==> src/rtl/tmc_pkg.sv <==
// shared constants and state types of the 16-bit timer counter core
`default_nettype none
package tmc_pkg;

  localparam int TMC_ADDR_W = 3;
  localparam int TMC_DATA_W = 8;
  localparam int TMC_CNT_W  = 16;
  localparam int TMC_PRE_W  = 3;

  // register indexes on the plain register port
  localparam logic [TMC_ADDR_W-1:0] TMC_OFS_CONTROL_ONE = 3'h0;
  localparam logic [TMC_ADDR_W-1:0] TMC_OFS_CONTROL_TWO = 3'h1;
  localparam logic [TMC_ADDR_W-1:0] TMC_OFS_STATUS      = 3'h2;
  localparam logic [TMC_ADDR_W-1:0] TMC_OFS_MAIN_HIGH   = 3'h3;
  localparam logic [TMC_ADDR_W-1:0] TMC_OFS_MAIN_LOW    = 3'h4;
  localparam logic [TMC_ADDR_W-1:0] TMC_OFS_ALT_HIGH    = 3'h5;
  localparam logic [TMC_ADDR_W-1:0] TMC_OFS_ALT_LOW     = 3'h6;

  // field positions
  localparam int TMC_BIT_IRQ_ENABLE  = 5;
  localparam int TMC_BIT_SRC_HI      = 3;
  localparam int TMC_BIT_SRC_LO      = 2;
  localparam int TMC_BIT_EDGE_SELECT = 0;
  localparam int TMC_BIT_OVF_FLAG    = 5;

  // tick source codes
  localparam logic [1:0] TMC_SRC_DIV4 = 2'h0;
  localparam logic [1:0] TMC_SRC_DIV2 = 2'h1;
  localparam logic [1:0] TMC_SRC_DIV8 = 2'h2;
  localparam logic [1:0] TMC_SRC_EXT  = 2'h3;

  // prescaler terminal masks
  localparam logic [TMC_PRE_W-1:0] TMC_MASK_DIV2 = 3'h1;
  localparam logic [TMC_PRE_W-1:0] TMC_MASK_DIV4 = 3'h3;
  localparam logic [TMC_PRE_W-1:0] TMC_MASK_DIV8 = 3'h7;

  // reset and reload values
  localparam logic [TMC_CNT_W-1:0]  TMC_COUNT_RELOAD = 16'hfffc;
  localparam logic [TMC_CNT_W-1:0]  TMC_COUNT_TOP    = 16'hffff;
  localparam logic [TMC_CNT_W-1:0]  TMC_COUNT_ONE    = 16'h0001;
  localparam logic [TMC_DATA_W-1:0] TMC_BYTE_ZERO    = 8'h00;
  localparam logic [TMC_PRE_W-1:0]  TMC_PRE_ZERO     = 3'h0;
  localparam logic [TMC_PRE_W-1:0]  TMC_PRE_ONE      = 3'h1;
  localparam logic [1:0]            TMC_SRC_RESET    = 2'h0;

  typedef struct packed {
    logic [TMC_PRE_W-1:0] presc;
    logic                 sync_a;
    logic                 sync_b;
    logic                 prev;
  } tmc_tick_state_s;

  typedef struct packed {
    logic [TMC_CNT_W-1:0]  count;
    logic                  irq_enable;
    logic [1:0]            tick_source_select;
    logic                  ext_edge_select;
    logic [TMC_DATA_W-1:0] low_latch;
    logic                  latched;
    logic                  clear_armed;
    logic                  overflow_flag;
    logic [TMC_DATA_W-1:0] rdata;
    logic                  irq;
  } tmc_core_state_s;

endpackage
`default_nettype wire

==> src/rtl/tmc_counter_core.sv <==
// 16-bit free-running timer counter core with byte register port
//
// Operation
// sixteen-bit up-counter advances per prescaler tick, read as high and low byte
// internal tick is cpu clock divided by 2, 4 or 8 per source field
// writing either low byte view reloads the counter with fffc
// reset loads fffc; fffc is the only value ever reloaded
// main and alternate views show the same count
// high byte read first; that read latches the current low byte
// latched low byte stays frozen over repeated high reads until low read
// after a completed pair, a lone low read returns the live low byte
// overflow flag sets when the counter wraps ffff to 0000
// interrupt requested while flag, enable set and cpu mask clear; stays pending
// flag clears after status read with flag set, then main low access
// alternate low byte accesses never touch the overflow flag
// wait mode changes nothing; timer keeps running
// halt stops counting; interrupt wake resumes, reset wake restarts at fffc
// source field all ones selects the external clock pin
// edge select bit picks which external pin transition counts
// external counting is synchronised to the cpu clock
// external clock leaves four cpu clock edges between active edges
// an unbonded timer pin reads as constant high
// separate instances share nothing and count in step after reset
// overflow in the same cycle as the clear step keeps the flag set
//
// Added by the designer: the register addresses and the strobed register port.
`timescale 1ns/10ps
`default_nettype none
module tmc_counter_core #(
  parameter bit EXT_PIN_BONDED = 1'b1
) (
  input  wire logic                            SYS_CLK_IN,
  input  wire logic                            RESET_N_IN,
  input  wire logic                            CLK_EN_IN,
  input  wire logic [tmc_pkg::TMC_ADDR_W-1:0]  ADDR_IN,
  input  wire logic [tmc_pkg::TMC_DATA_W-1:0]  WDATA_IN,
  input  wire logic                            WR_IN,
  input  wire logic                            RD_IN,
  input  wire logic                            CPU_IRQ_MASK_IN,
  input  wire logic                            HALT_IN,
  input  wire logic                            EXT_CLOCK_PIN_IN,
  output logic      [tmc_pkg::TMC_DATA_W-1:0]  RDATA_OUT,
  output logic                                 IRQ_OUT,
  output logic      [tmc_pkg::TMC_CNT_W-1:0]   COUNT_OUT
);
  import tmc_pkg::*;

  tmc_core_state_s st;
  tmc_core_state_s next_st;
  logic            tick;
  logic            ext_pin;
  logic            write_low;
  logic            main_low_access;
  logic            wrap;

  // a missing pin must look idle high rather than float
  assign ext_pin = EXT_PIN_BONDED ? EXT_CLOCK_PIN_IN : 1'b1;

  // wait mode is not an input at all: only halt gates the tick
  tmc_tick_gen u_tick (
    .clk_in     (SYS_CLK_IN),
    .rst_n_in   (RESET_N_IN),
    .ce_in      (CLK_EN_IN),
    .run_in     (~HALT_IN),
    .restart_in (write_low),
    .source_in  (st.tick_source_select),
    .edge_in    (st.ext_edge_select),
    .ext_pin_in (ext_pin),
    .tick_out   (tick)
  );

  always_comb begin
    next_st         = st;
    write_low       = WR_IN & ((ADDR_IN == TMC_OFS_MAIN_LOW) | (ADDR_IN == TMC_OFS_ALT_LOW));
    main_low_access = (WR_IN | RD_IN) & (ADDR_IN == TMC_OFS_MAIN_LOW);
    wrap            = tick & ~write_low & (st.count == TMC_COUNT_TOP);

    // counter: reload beats counting in the same cycle
    if (write_low) begin
      next_st.count = TMC_COUNT_RELOAD;
    end else if (tick) begin
      next_st.count = st.count + TMC_COUNT_ONE;
    end

    // control writes
    if (WR_IN) begin
      case (ADDR_IN)
        TMC_OFS_CONTROL_ONE: begin
          next_st.irq_enable = WDATA_IN[TMC_BIT_IRQ_ENABLE];
        end
        TMC_OFS_CONTROL_TWO: begin
          next_st.tick_source_select = WDATA_IN[TMC_BIT_SRC_HI:TMC_BIT_SRC_LO];
          next_st.ext_edge_select    = WDATA_IN[TMC_BIT_EDGE_SELECT];
        end
        default: begin
        end
      endcase
    end

    // reads: data valid in the following cycle only
    next_st.rdata = TMC_BYTE_ZERO;
    if (RD_IN) begin
      case (ADDR_IN)
        TMC_OFS_CONTROL_ONE: begin
          next_st.rdata[TMC_BIT_IRQ_ENABLE] = st.irq_enable;
        end
        TMC_OFS_CONTROL_TWO: begin
          next_st.rdata[TMC_BIT_SRC_HI:TMC_BIT_SRC_LO] = st.tick_source_select;
          next_st.rdata[TMC_BIT_EDGE_SELECT]           = st.ext_edge_select;
        end
        TMC_OFS_STATUS: begin
          next_st.rdata[TMC_BIT_OVF_FLAG] = st.overflow_flag;
          // first step of the clear needs the flag seen set
          if (st.overflow_flag) begin
            next_st.clear_armed = 1'b1;
          end
        end
        TMC_OFS_MAIN_HIGH, TMC_OFS_ALT_HIGH: begin
          next_st.rdata = st.count[TMC_CNT_W-1:TMC_DATA_W];
          // repeated high reads must not refresh the buffered low byte
          if (!st.latched) begin
            next_st.low_latch = st.count[TMC_DATA_W-1:0];
            next_st.latched   = 1'b1;
          end
        end
        TMC_OFS_MAIN_LOW, TMC_OFS_ALT_LOW: begin
          if (st.latched) begin
            next_st.rdata   = st.low_latch;
            next_st.latched = 1'b0;
          end else begin
            next_st.rdata = st.count[TMC_DATA_W-1:0];
          end
        end
        default: begin
          next_st.rdata = TMC_BYTE_ZERO;
        end
      endcase
    end

    // second clear step; a wrap in the same cycle wins
    if (main_low_access && st.clear_armed) begin
      next_st.overflow_flag = 1'b0;
      next_st.clear_armed   = 1'b0;
    end
    if (wrap) begin
      next_st.overflow_flag = 1'b1;
    end

    // request held until enable and cpu mask allow it
    next_st.irq = next_st.overflow_flag & next_st.irq_enable & ~CPU_IRQ_MASK_IN;
  end

  // every instance resets identically, so twins count in step
  always_ff @(posedge SYS_CLK_IN or negedge RESET_N_IN) begin
    if (!RESET_N_IN) begin
      st <= '{count: TMC_COUNT_RELOAD,
              irq_enable: 1'b0,
              tick_source_select: TMC_SRC_RESET,
              ext_edge_select: 1'b0,
              low_latch: TMC_BYTE_ZERO,
              latched: 1'b0,
              clear_armed: 1'b0,
              overflow_flag: 1'b0,
              rdata: TMC_BYTE_ZERO,
              irq: 1'b0};
    end else if (CLK_EN_IN) begin
      st <= next_st;
    end
  end

  assign RDATA_OUT = st.rdata;
  assign IRQ_OUT   = st.irq;
  assign COUNT_OUT = st.count;

endmodule
`default_nettype wire

==> src/rtl/tmc_tick_gen.sv <==
// prescaler and external clock edge detector producing counter ticks
`timescale 1ns/10ps
`default_nettype none
module tmc_tick_gen (
  input  wire logic       clk_in,
  input  wire logic       rst_n_in,
  input  wire logic       ce_in,
  input  wire logic       run_in,
  input  wire logic       restart_in,
  input  wire logic [1:0] source_in,
  input  wire logic       edge_in,
  input  wire logic       ext_pin_in,
  output logic            tick_out
);
  import tmc_pkg::*;

  tmc_tick_state_s st;
  tmc_tick_state_s next_st;
  logic            rise;
  logic            fall;
  logic            ext_edge;

  always_comb begin
    next_st        = st;
    next_st.sync_a = ext_pin_in;
    next_st.sync_b = st.sync_a;
    next_st.prev   = st.sync_b;
    rise           = st.sync_b & ~st.prev;
    fall           = ~st.sync_b & st.prev;
    ext_edge       = edge_in ? rise : fall;
    // restart so that counting begins from a known phase after a reload
    if (restart_in) begin
      next_st.presc = TMC_PRE_ZERO;
    end else if (run_in) begin
      next_st.presc = st.presc + TMC_PRE_ONE;
    end
    case (source_in)
      TMC_SRC_DIV2: tick_out = run_in & ((st.presc & TMC_MASK_DIV2) == TMC_MASK_DIV2);
      TMC_SRC_DIV4: tick_out = run_in & ((st.presc & TMC_MASK_DIV4) == TMC_MASK_DIV4);
      TMC_SRC_DIV8: tick_out = run_in & ((st.presc & TMC_MASK_DIV8) == TMC_MASK_DIV8);
      TMC_SRC_EXT:  tick_out = run_in & ext_edge;
      default:      tick_out = 1'b0;
    endcase
  end

  // pin is outside our clock domain: two flops before the edge detector
  always_ff @(posedge clk_in or negedge rst_n_in) begin
    if (!rst_n_in) begin
      st <= '{presc: TMC_PRE_ZERO, sync_a: 1'b1, sync_b: 1'b1, prev: 1'b1};
    end else if (ce_in) begin
      st <= next_st;
    end
  end

endmodule
`default_nettype wire

==> config.mk <==
export PLATFORM = sky130hd
export DESIGN_NAME = tmc_counter_core
export DESIGN_NICKNAME = d
export VERILOG_FILES = /design/src/rtl/tmc_pkg.sv /design/src/rtl/tmc_counter_core.sv /design/src/rtl/tmc_tick_gen.sv
export SDC_FILE = /design/constraint.sdc
export NUM_CORES = 1
export LEC_CHECK = 0
export BUFFER_PORTS_ARGS = -buffer_cell sky130_fd_sc_hd__buf_2
export CAP_MARGIN = 10
export CORE_MARGIN = 3
export CORE_UTILIZATION = 46
export CTS_CLUSTER_SIZE = 24
export DETAILED_ROUTE_END_ITERATION = 10
export PLACE_DENSITY = 0.67
export SLEW_MARGIN = 25
export SYNTH_ARGS = -nofsm -noshare
export SYNTH_HDL_FRONTEND = slang
export SYNTH_HIERARCHICAL = 1
export SYNTH_SLANG_ARGS = --single-unit
==> constraint.sdc <==
create_clock -name SYS_CLK_IN -period 2.8 [get_ports SYS_CLK_IN]
set_input_delay 0.14 -clock SYS_CLK_IN [delete_from_list [all_inputs] [get_ports SYS_CLK_IN]]
set_output_delay 0.14 -clock SYS_CLK_IN [all_outputs]
set_load 0.01 [all_outputs]
==> impl_results.md, run 1 <==
- Post-synth EDFFs: 0
- Synth Net Count: 275
- Unrepaired setup endpoints after global routing: no
- Slew margin rel.: 56.1%
- Pleak: 1.25 nW
- Most frequent cells in the layout: 38 x buf_2, 29 x dfrtp_1, 22 x nand2_1, 18 x mux2_2, 17 x dfstp_2
- CP arrival: 2650 ps
- Synth async-reset ratio: 100%
- # Post-CTS Setup Buffers: 0
- Metal3 WL: 198 um
- Syn Inst Count: 253
- # diodes: 0
- Die W: 81.4 um
- First-pass GRT wire length: 8670 um
- Pwr Density: 779 nW/um^2
- Most common cell after layout, fill and taps aside: buf_2
- Initial DRC Count: 147
- WHS Path Cells: 2
- Die height: 81.4 um
- Fmax: 0.410 GHz
- Reg2reg start: u_tick/st[0]
- R2R cell count: 7
- Reg-to-reg endpoint: COUNT_OUT[11]
- CTS resizes: 0
- WL final: 5290 um
- Grt total ovfl: 0
- TritonCTS clock tree: yes
- Clk_lat worst skew: 300 ps
- Main flop type after synthesis: dfrtp_1
- # nets final: 289
- Reg-to-reg slack, setup: 360 ps
- #FFs+latches synth: 46
- Total number of yosys warnings: 6
- Clock Sink Count: 46
- P&R area growth vs syn: 7.62%
- Worst-margin pin slew: 649 ps
- Metal2 WL: 2420 um
- Int Pwr: 0.00147 W
- Fin crit share: 87.0%
- Filler cells: 480
- Area occupied by multi-input gates: 1180 um^2
- Seq/Total Area, Yosys: 44.9%
- WL/cell: 15.7 um
- Finished Core Util: 53.0%
- Total power: 0.00219 W
- Placement Rows: 26
- Critical path class: register to register
- Layout cells sized above 1: 32.5%
- Worst-path clk slew: 90 ps
- Storage element area: 1170 um^2
- Buffers added on ports: 39
- Full die area: 6620 um^2
- Status: finished, final reports clean
- Tmin final: 2440 ps
- Max-Cap Viols: 0
- Antenna-violating nets left: 0
- Critical path required time: 3020 ps
- Crit Path Max Fanout: 7
- Clock Path Buffers: 2
- Starting density of the core: 49.3%
- Sw frac: 32.8%
- Num ports: 44
- Core area: 5300 um^2
- P_sw: 0.000718 W
- Hold wc startpoint: WDATA_IN[0]
- Comb pwr share: 28.2%
- Top cell type's share of synthesized area: 27.8%
- Clk root buf: clkbuf_8
- Crit end category: register
- Startpoint type of the worst setup path: register
- Max-slew violations: 0
- Gr usage total: 17.2%
- Final Hold Viols: 0
- Setup slack at placement: 364 ps
- Final worst slack: 363 ps
- Vias in the first global route: 1704
- Top post-synthesis cells by area: dfrtp_1 28%, dfstp_2 17%, mux2_2 7.8%, buf_4 7.5%, mux2i_1 5.0%
- Syn_area_per_cell: 10.3 um^2
- Setup TNS: 0 ps
- Synth cell types: 51
- Final setup fails: 0
- Routability congestion estimate: 0.779
- Post-Syn Area: 2610 um^2
- Hold Path Class: input port to register
- DR vias: 1837
- H-tree depth: 2
- Hold endpoint: st[20]
- Layout Skew: 7.99 ps
- DP HPWL: 3770 um
- Flop pwr share: 48.3%
- CTS Buf Count: 5
- Initial antenna violation count: 0
- Routed met1 length: 2610 um
- Area leader, netlist: dfrtp_1
- Worst VDD drop: 0.333 mV
- Clock share of power: 23.4%
- Vias/cell: 5.43
- Initial DRT Pass Iterations: 4
- Residual DRC count: 0
- Largest net degree at the start of global routing: 47
- DR top layer: met4
## routing by layer
| metal | vias to the layer above | GRT usage (%) |
|---|---|---|
| met5 | - | 0 |
| met4 | 0 | 4.56 |
| met3 | 5 | 3.44 |
| met2 | 32 | 26.0 |
| met1 | 872 | 24.9 |
| li1 | 928 | - |
## Yosys cell counts, drive strengths merged (6+ instances only)
master and count:
nand2 22, nand4 7, buf 29, nand3 9, o21ai 8, mux2 19
dfrtp 29, clkbuf 7, nor2 12, xor2 6, dfstp 17, inv 6
mux2i 13, a21oi 6
## layout make-up
| cell class | instances | share of cell area, % |
|---|---|---|
| clock buffer | 7 | 3.07 |
| clock inverter | 1 | 1.07 |
| inverter | 7 | 0.935 |
| multi-input combinational | 164 | 41.9 |
| sequential | 46 | 41.7 |
| tap | 70 | 3.12 |
| timing repair buffer | 43 | 8.19 |
## state kept, by name (all words and copies together), names as in the netlist
name	count
COUNT_OUT	16
st	15
RDATA_OUT	8
u_tick/st	4
u_tick/next_st	2
IRQ_OUT	1
## power groups by stage
stage	combinational (W)	sequential [W]	clock (W)
floorplan	0.000585	0.000982	0
global placement	0.000608	0.00106	0
detailed placement	0.000621	0.00107	0
CTS	0.000623	0.00106	0.000526
global route	0.000689	0.00109	0.000554
finish	0.000618	0.00106	0.000512
## stage by stage
stage          hold slack (ps)  instance area (um^2)  std cells
2_1_floorplan             -156                  2610        253
3_3_place_gp               367                  2680        329
3_5_place_dp               376                  2680        329
4_1_cts                   42.8                  2800        337
5_1_grt                   55.0                  2810        338
6_report                  70.6                  2810        338
## worst max path at each step
stage,start,to,slack [ps],depth (start not counted)
after floorplan,u_tick/st[0],COUNT_OUT[14],400,7
after global placement,u_tick/st[0],COUNT_OUT[14],420,7
after detailed placement,u_tick/st[0],COUNT_OUT[11],360,7
after CTS,u_tick/st[0],COUNT_OUT[11],330,7
after global routing,u_tick/st[0],COUNT_OUT[15],180,7
final,u_tick/st[0],COUNT_OUT[11],360,7
## timing repair
action	CTS	global route
hold endpoints to repair	0	29
endpoints found under the setup margin	0	0
hold buffers	0	1
## worst max-delay path, cell delays in order (launching register included)
cell and delay (ps):
dfstp_2 540, or3b_1 340, a31o_1 220, a21oi_1 210, and4_1 300, nand2_1 200
or4_1 440, nand3_1 100
## cells by family (layout without fill, tap and decap cells)
family	count (synthesis)	after routing	share of synthesized area, %
muxes	32	32	13.3
and+or+nand+nor	81	81	17.0
AOI/OAI and AO/OA	41	41	11.0
buffers and inverters	43	58	10.0
DFF	46	46	44.9
xor gates and xnor gates	7	7	2.35
adders and majority gates	3	3	1.44
Note: power is estimated with default switching activity, not from simulation.
==> run 2: changes to the inputs <==
--- a/config.mk
+++ b/config.mk
@@ -12,6 +12,7 @@
 export CTS_CLUSTER_SIZE = 24
 export DETAILED_ROUTE_END_ITERATION = 10
 export PLACE_DENSITY = 0.67
+export RECOVER_POWER = 50
 export SLEW_MARGIN = 25
 export SYNTH_ARGS = -nofsm -noshare
 export SYNTH_HDL_FRONTEND = slang
==> impl_results.md, run 2 (same netlist as run 1, synthesis figures left out) <==
- Status: finished, final reports clean (unchanged)
- WL final: 5320 um (was 5290 um)
- # nets final: 289 (unchanged)
- Vias/cell: 5.45 (was 5.43)
- Slew margin rel.: 24.8% (was 56.1%)
- First-pass GRT wire length: 8670 um (unchanged)
- DP HPWL: 3770 um (unchanged)
- Grt total ovfl: 0 (unchanged)
- Buffers added on ports: 39 (unchanged)
- Fin crit share: 87.1% (was 87.0%)
- Worst-margin pin slew: 1130 ps (was 649 ps)
- Clk_lat worst skew: 300 ps (about the same)
- Met3 usage: 3.44% (unchanged)
- # Post-CTS Setup Buffers: 0 (unchanged)
- Met1 Use GR: 24.9% (unchanged)
- Critical path required time: 3020 ps (about the same)
- Critical path class: register to register (unchanged)
- Layout cells sized above 1: 28.7% (was 32.5%)
- Pwr Density: 781 nW/um^2 (was 779 nW/um^2)
- Final setup fails: 0 (unchanged)
- Filler cells: 485 (was 480)
- Largest net degree at the start of global routing: 47 (unchanged)
- Core area: 5300 um^2 (unchanged)
- Full die area: 6620 um^2 (unchanged)
- Max reg flops: 16 (unchanged)
- Layer with the highest usage: met2 (unchanged)
- Tmin final: 2440 ps (about the same)
- Initial antenna violation count: 0 (unchanged)
- Final worst slack: 362 ps (was 363 ps)
- Num ports: 44 (unchanged)
- Starting density of the core: 49.3% (unchanged)
- Fmax: 0.410 GHz (about the same)
- Die W: 81.4 um (unchanged)
- CTS hold repair buffers: 0 (unchanged)
- Gr usage total: 17.2% (unchanged)
- Die height: 81.4 um (unchanged)
- Setup TNS: 0 ps (unchanged)
- Hold Path Class: input port to register (unchanged)
- Unrepaired setup endpoints after global routing: no (unchanged)
- Clk root buf: clkbuf_8 (unchanged)
- Startpoint type of the worst setup path: register (unchanged)
- Worst-path clk slew: 90 ps (about the same)
- Initial DRC Count: 156 (was 147)
- # diodes: 0 (unchanged)
- TritonCTS clock tree: yes (unchanged)
- Most frequent cells in the layout: 29 x dfrtp_1, 29 x buf_2, 22 x nand2_1, 18 x mux2_2, 16 x dfstp_2 (was 38 x buf_2, 29 x dfrtp_1, 22 x nand2_1, 18 x mux2_2, 17 x dfstp_2)
- Pleak: 1.21 nW (was 1.25 nW)
- Routability congestion estimate: 0.779 (unchanged)
- Antenna-violating nets left: 0 (unchanged)
- CTS Buf Count: 5 (unchanged)
- Layout Skew: 7.85 ps (was 7.99 ps)
- P&R area growth vs syn: 7.09% (was 7.62%)
- Setup slack at placement: 364 ps (unchanged)
- Max-slew violations: 0 (unchanged)
- Clock Path Buffers: 2 (unchanged)
- Crit Path Max Fanout: 7 (unchanged)
- Total power: 0.00218 W (was 0.00219 W)
- WL/cell: 15.8 um (was 15.7 um)
- CP arrival: 2650 ps (about the same)
- Placement Rows: 26 (unchanged)
- Met2 Resource Use GR: 26.0% (unchanged)
- H-tree depth: 2 (unchanged)
- Residual DRC count: 0 (unchanged)
- Final Hold Viols: 0 (unchanged)
- CTS resizes: 0 (unchanged)
- Crit end category: register (unchanged)
- Clock Sink Count: 46 (unchanged)
- DR vias: 1842 (was 1837)
- Worst VDD drop: 0.332 mV (was 0.333 mV)
- Initial DRT Pass Iterations: 4 (unchanged)
- Vias in the first global route: 1704 (unchanged)
- Max-Cap Viols: 0 (unchanged)
==> run 2: changes by cell type in the layout (fill, tap and decap cells not counted) <==
cell / before / now
buf_2: 38 / 29
dfstp_2: 17 / 16
buf_4: 4 / 3
clkbuf_1: 1 / 10
clkbuf_2: 0 / 1
dfstp_1: 0 / 1
==> run 2: final cells by class <==
type | count | area (um^2) | share of cell area, %
Multi-Input combinational cell | 164 | 1180 | 42.1
Sequential cell | 46 | 1170 | 41.9
Timing Repair Buffer | 43 | 216 | 7.74
Tap cell | 70 | 87.6 | 3.13
Clock buffer | 7 | 86.3 | 3.09
Clock inverter | 1 | 30.0 | 1.07
Inverter | 7 | 26.3 | 0.939
==> run 2: worst paths after layout <==
path	start	slack [ps]	end	cells after the start
worst max-delay path	u_tick/st[0]	360	COUNT_OUT[11]	7
worst min-delay path	WDATA_IN[0]	70	st[20]	2
worst max register to register	u_tick/st[0]	360	COUNT_OUT[11]	7
worst min register to register	RDATA_OUT[5]	490	RDATA_OUT[5]	1
max in group asynchronous	RESET_N_IN	1510	st[9]	2
min in group asynchronous	RESET_N_IN	590	u_tick/st[5]	2
==> run 2: metrics by stage <==
stage	hold WS, ps	utilization (%)	area [um^2]	instances
finish	70.3	52.8	2800	338
CTS	42.8	52.8	2800	337
floorplan	-156	-	2610	253
global route	55.0	52.8	2800	338
global placement	367	50.6	2680	329
detailed placement	376	50.6	2680	329
==> run 2: metal layers <==
| layer | vias to the layer above | wire length [um] |
|---|---|---|
| met1 | 872 | 2610 |
| li1 | 929 | - |
| met3 | 6 | 218 |
| met2 | 35 | 2440 |
| met4 | 0 | 61 |
| met5 | - | 0 |
==> run 2: where the power goes <==
group / internal, W / switching, W
Clock: 0.000291 / 0.000222
Sequential: 0.000869 / 0.000190
Combinational: 0.000306 / 0.000307
Total: 0.00147 / 0.000719
==> run 2: critical path: stages (launching register included) <==
cell     delay, ps
dfstp_2        540
or3b_1         340
a31o_1         220
a21oi_1        210
and4_1         300
nand2_1        200
or4_1          450
nand3_1        100
==> run 3: changes to the inputs <==
--- a/config.mk
+++ b/config.mk
@@ -9,6 +9,7 @@
 export CAP_MARGIN = 10
 export CORE_MARGIN = 3
 export CORE_UTILIZATION = 46
+export CTS_BUF_LIST = sky130_fd_sc_hd__clkbuf_4
 export CTS_CLUSTER_SIZE = 24
 export DETAILED_ROUTE_END_ITERATION = 10
 export PLACE_DENSITY = 0.67
==> impl_results.md, run 3 (same netlist as run 1, synthesis figures left out) <==
- Status: finished, final reports clean (unchanged)
- Fmax: 0.409 GHz (was 0.410 GHz)
- TritonCTS clock tree: yes (unchanged)
- Clock Path Buffers: 2 (unchanged)
- Antenna-violating nets left: 0 (unchanged)
- Most frequent cells in the layout: 30 x buf_2, 29 x dfrtp_1, 22 x nand2_1, 18 x mux2_2, 16 x dfstp_2 (was 29 x dfrtp_1, 29 x buf_2, 22 x nand2_1, 18 x mux2_2, 16 x dfstp_2)
- Critical path required time: 3080 ps (was 3020 ps)
- # Post-CTS Setup Buffers: 0 (unchanged)
- Grt total ovfl: 0 (unchanged)
- # diodes: 0 (unchanged)
- Vias in the first global route: 1715 (was 1704)
- Die W: 81.4 um (unchanged)
- CP arrival: 2730 ps (was 2650 ps)
- CTS resizes: 0 (unchanged)
- Starting density of the core: 49.3% (unchanged)
- Hold Path Class: input port to register (unchanged)
- Setup slack at placement: 364 ps (unchanged)
- Core area: 5300 um^2 (unchanged)
- Full die area: 6620 um^2 (unchanged)
- Layout cells sized above 1: 28.8% (was 28.7%)
- P&R area growth vs syn: 6.85% (was 7.09%)
- CTS Buf Count: 5 (unchanged)
- Crit end category: register (unchanged)
- Max-Cap Viols: 0 (unchanged)
- Worst-margin pin slew: 1130 ps (about the same)
- Worst VDD drop: 0.338 mV (was 0.332 mV)
- Final worst slack: 352 ps (was 362 ps)
- Pwr Density: 745 nW/um^2 (was 781 nW/um^2)
- Clk root buf: clkbuf_4 (was clkbuf_8)
- Pleak: 1.22 nW (was 1.21 nW)
- Vias/cell: 5.48 (was 5.45)
- Slew margin rel.: 24.9% (was 24.8%)
- Most common cell after layout, fill and taps aside: buf_2
- Worst-path clk slew: 140 ps (was 90 ps)
- Filler cells: 487 (was 485)
- Largest net degree at the start of global routing: 47 (unchanged)
- Area of placed instances: 2680 um^2 (unchanged)
- Layout Skew: 16.8 ps (was 7.85 ps)
- Setup TNS: 0 ps (unchanged)
- Buffers added on ports: 39 (unchanged)
- Final Hold Viols: 0 (unchanged)
- Max-slew violations: 0 (unchanged)
- Finished Core Util: 52.6% (was 52.8%)
- H-tree depth: 2 (unchanged)
- Post-route cell area: 2790 um^2 (was 2800 um^2)
- Final setup fails: 0 (unchanged)
- WL/cell: 15.7 um (was 15.8 um)
- Unrepaired setup endpoints after global routing: no (unchanged)
- First-pass GRT wire length: 8760 um (was 8670 um)
- Residual DRC count: 0 (unchanged)
- Crit Path Max Fanout: 7 (unchanged)
- Initial DRT Pass Iterations: 4 (unchanged)
- Clk_lat worst skew: 360 ps (was 300 ps)
- Critical path class: register to register (unchanged)
- DR vias: 1869 (was 1842)
- Placement Rows: 26 (unchanged)
- Startpoint type of the worst setup path: register (unchanged)
- DP HPWL: 3770 um (unchanged)
- Max reg flops: 16 (unchanged)
- Tmin final: 2450 ps (was 2440 ps)
- Num ports: 44 (unchanged)
- WL final: 5340 um (was 5320 um)
- Initial antenna violation count: 0 (unchanged)
- # nets final: 292 (was 289)
- Routability congestion estimate: 0.779 (unchanged)
- Clock Sink Count: 46 (unchanged)
- Gr usage total: 17.5% (was 17.2%)
- Initial DRC Count: 131 (was 156)
- Fin crit share: 87.4% (was 87.1%)
- Total power: 0.00208 W (was 0.00218 W)
- CTS hold repair buffers: 4 (was 0)
- Die height: 81.4 um (unchanged)
run 3: cell types whose count changed in the layout (fill, tap and decap cells not counted), moves of 2 or more:
cell	previous run	this run
dlygate4sd3_1	1	4
clkbuf_8	6	0
clkbuf_1	10	8
clkbuf_4	0	6
run 3: final timing paths:
check,to,start,cells past startpoint,slack [ps]
setup reg to reg,COUNT_OUT[11],u_tick/st[0],7,350
hold / removal,st[22],WDATA_IN[3],2,20
min in group asynchronous,st[20],RESET_N_IN,2,520
max in group asynchronous,st[9],RESET_N_IN,2,1580
hold reg to reg,RDATA_OUT[5],RDATA_OUT[5],1,500
setup / recovery,COUNT_OUT[11],u_tick/st[0],7,350
run 3: metal layers:
metal | wire (um) | share of wire (%) | global-route usage, % | vias to the layer above
met3 | 245 | 4.6 | 3.77 | 6
li1 | - | - | - | 936
met1 | 2580 | 48 | 25.0 | 882
met5 | 0 | 0 | 0 | -
met4 | 70 | 1.3 | 5.57 | 0
met2 | 2450 | 46 | 26.3 | 45
run 3: stage by stage:
step	instances	hold slack, ps
after floorplan	253	-156
after global placement	329	367
after detailed placement	329	376
after CTS	341	2.84
after global routing	341	8.72
final	341	20.7
run 3: where the power goes:
group	switching, W	internal (W)
Sequential	0.000188	0.000867
Clock	0.000210	0.000196
Combinational	0.000308	0.000309
run 3: area by class of cell:
class                      instances  area, um^2  area share, %
clock buffer                       6        45.0           1.61
tap                               70        87.6           3.14
timing repair buffer              46         248           8.87
inverter                           7        26.3          0.941
multi-input combinational        164        1180           42.2
sequential                        46        1170           42.0
clock inverter                     2        33.8           1.21
run 3: worst max-delay path, stage by stage (launching register included):
cell	delay [ps]
dfstp_2	560
or3b_1	340
a31o_1	220
a21oi_1	200
and4_1	300
nand2_1	200
or4_1	440
nand3_1	100
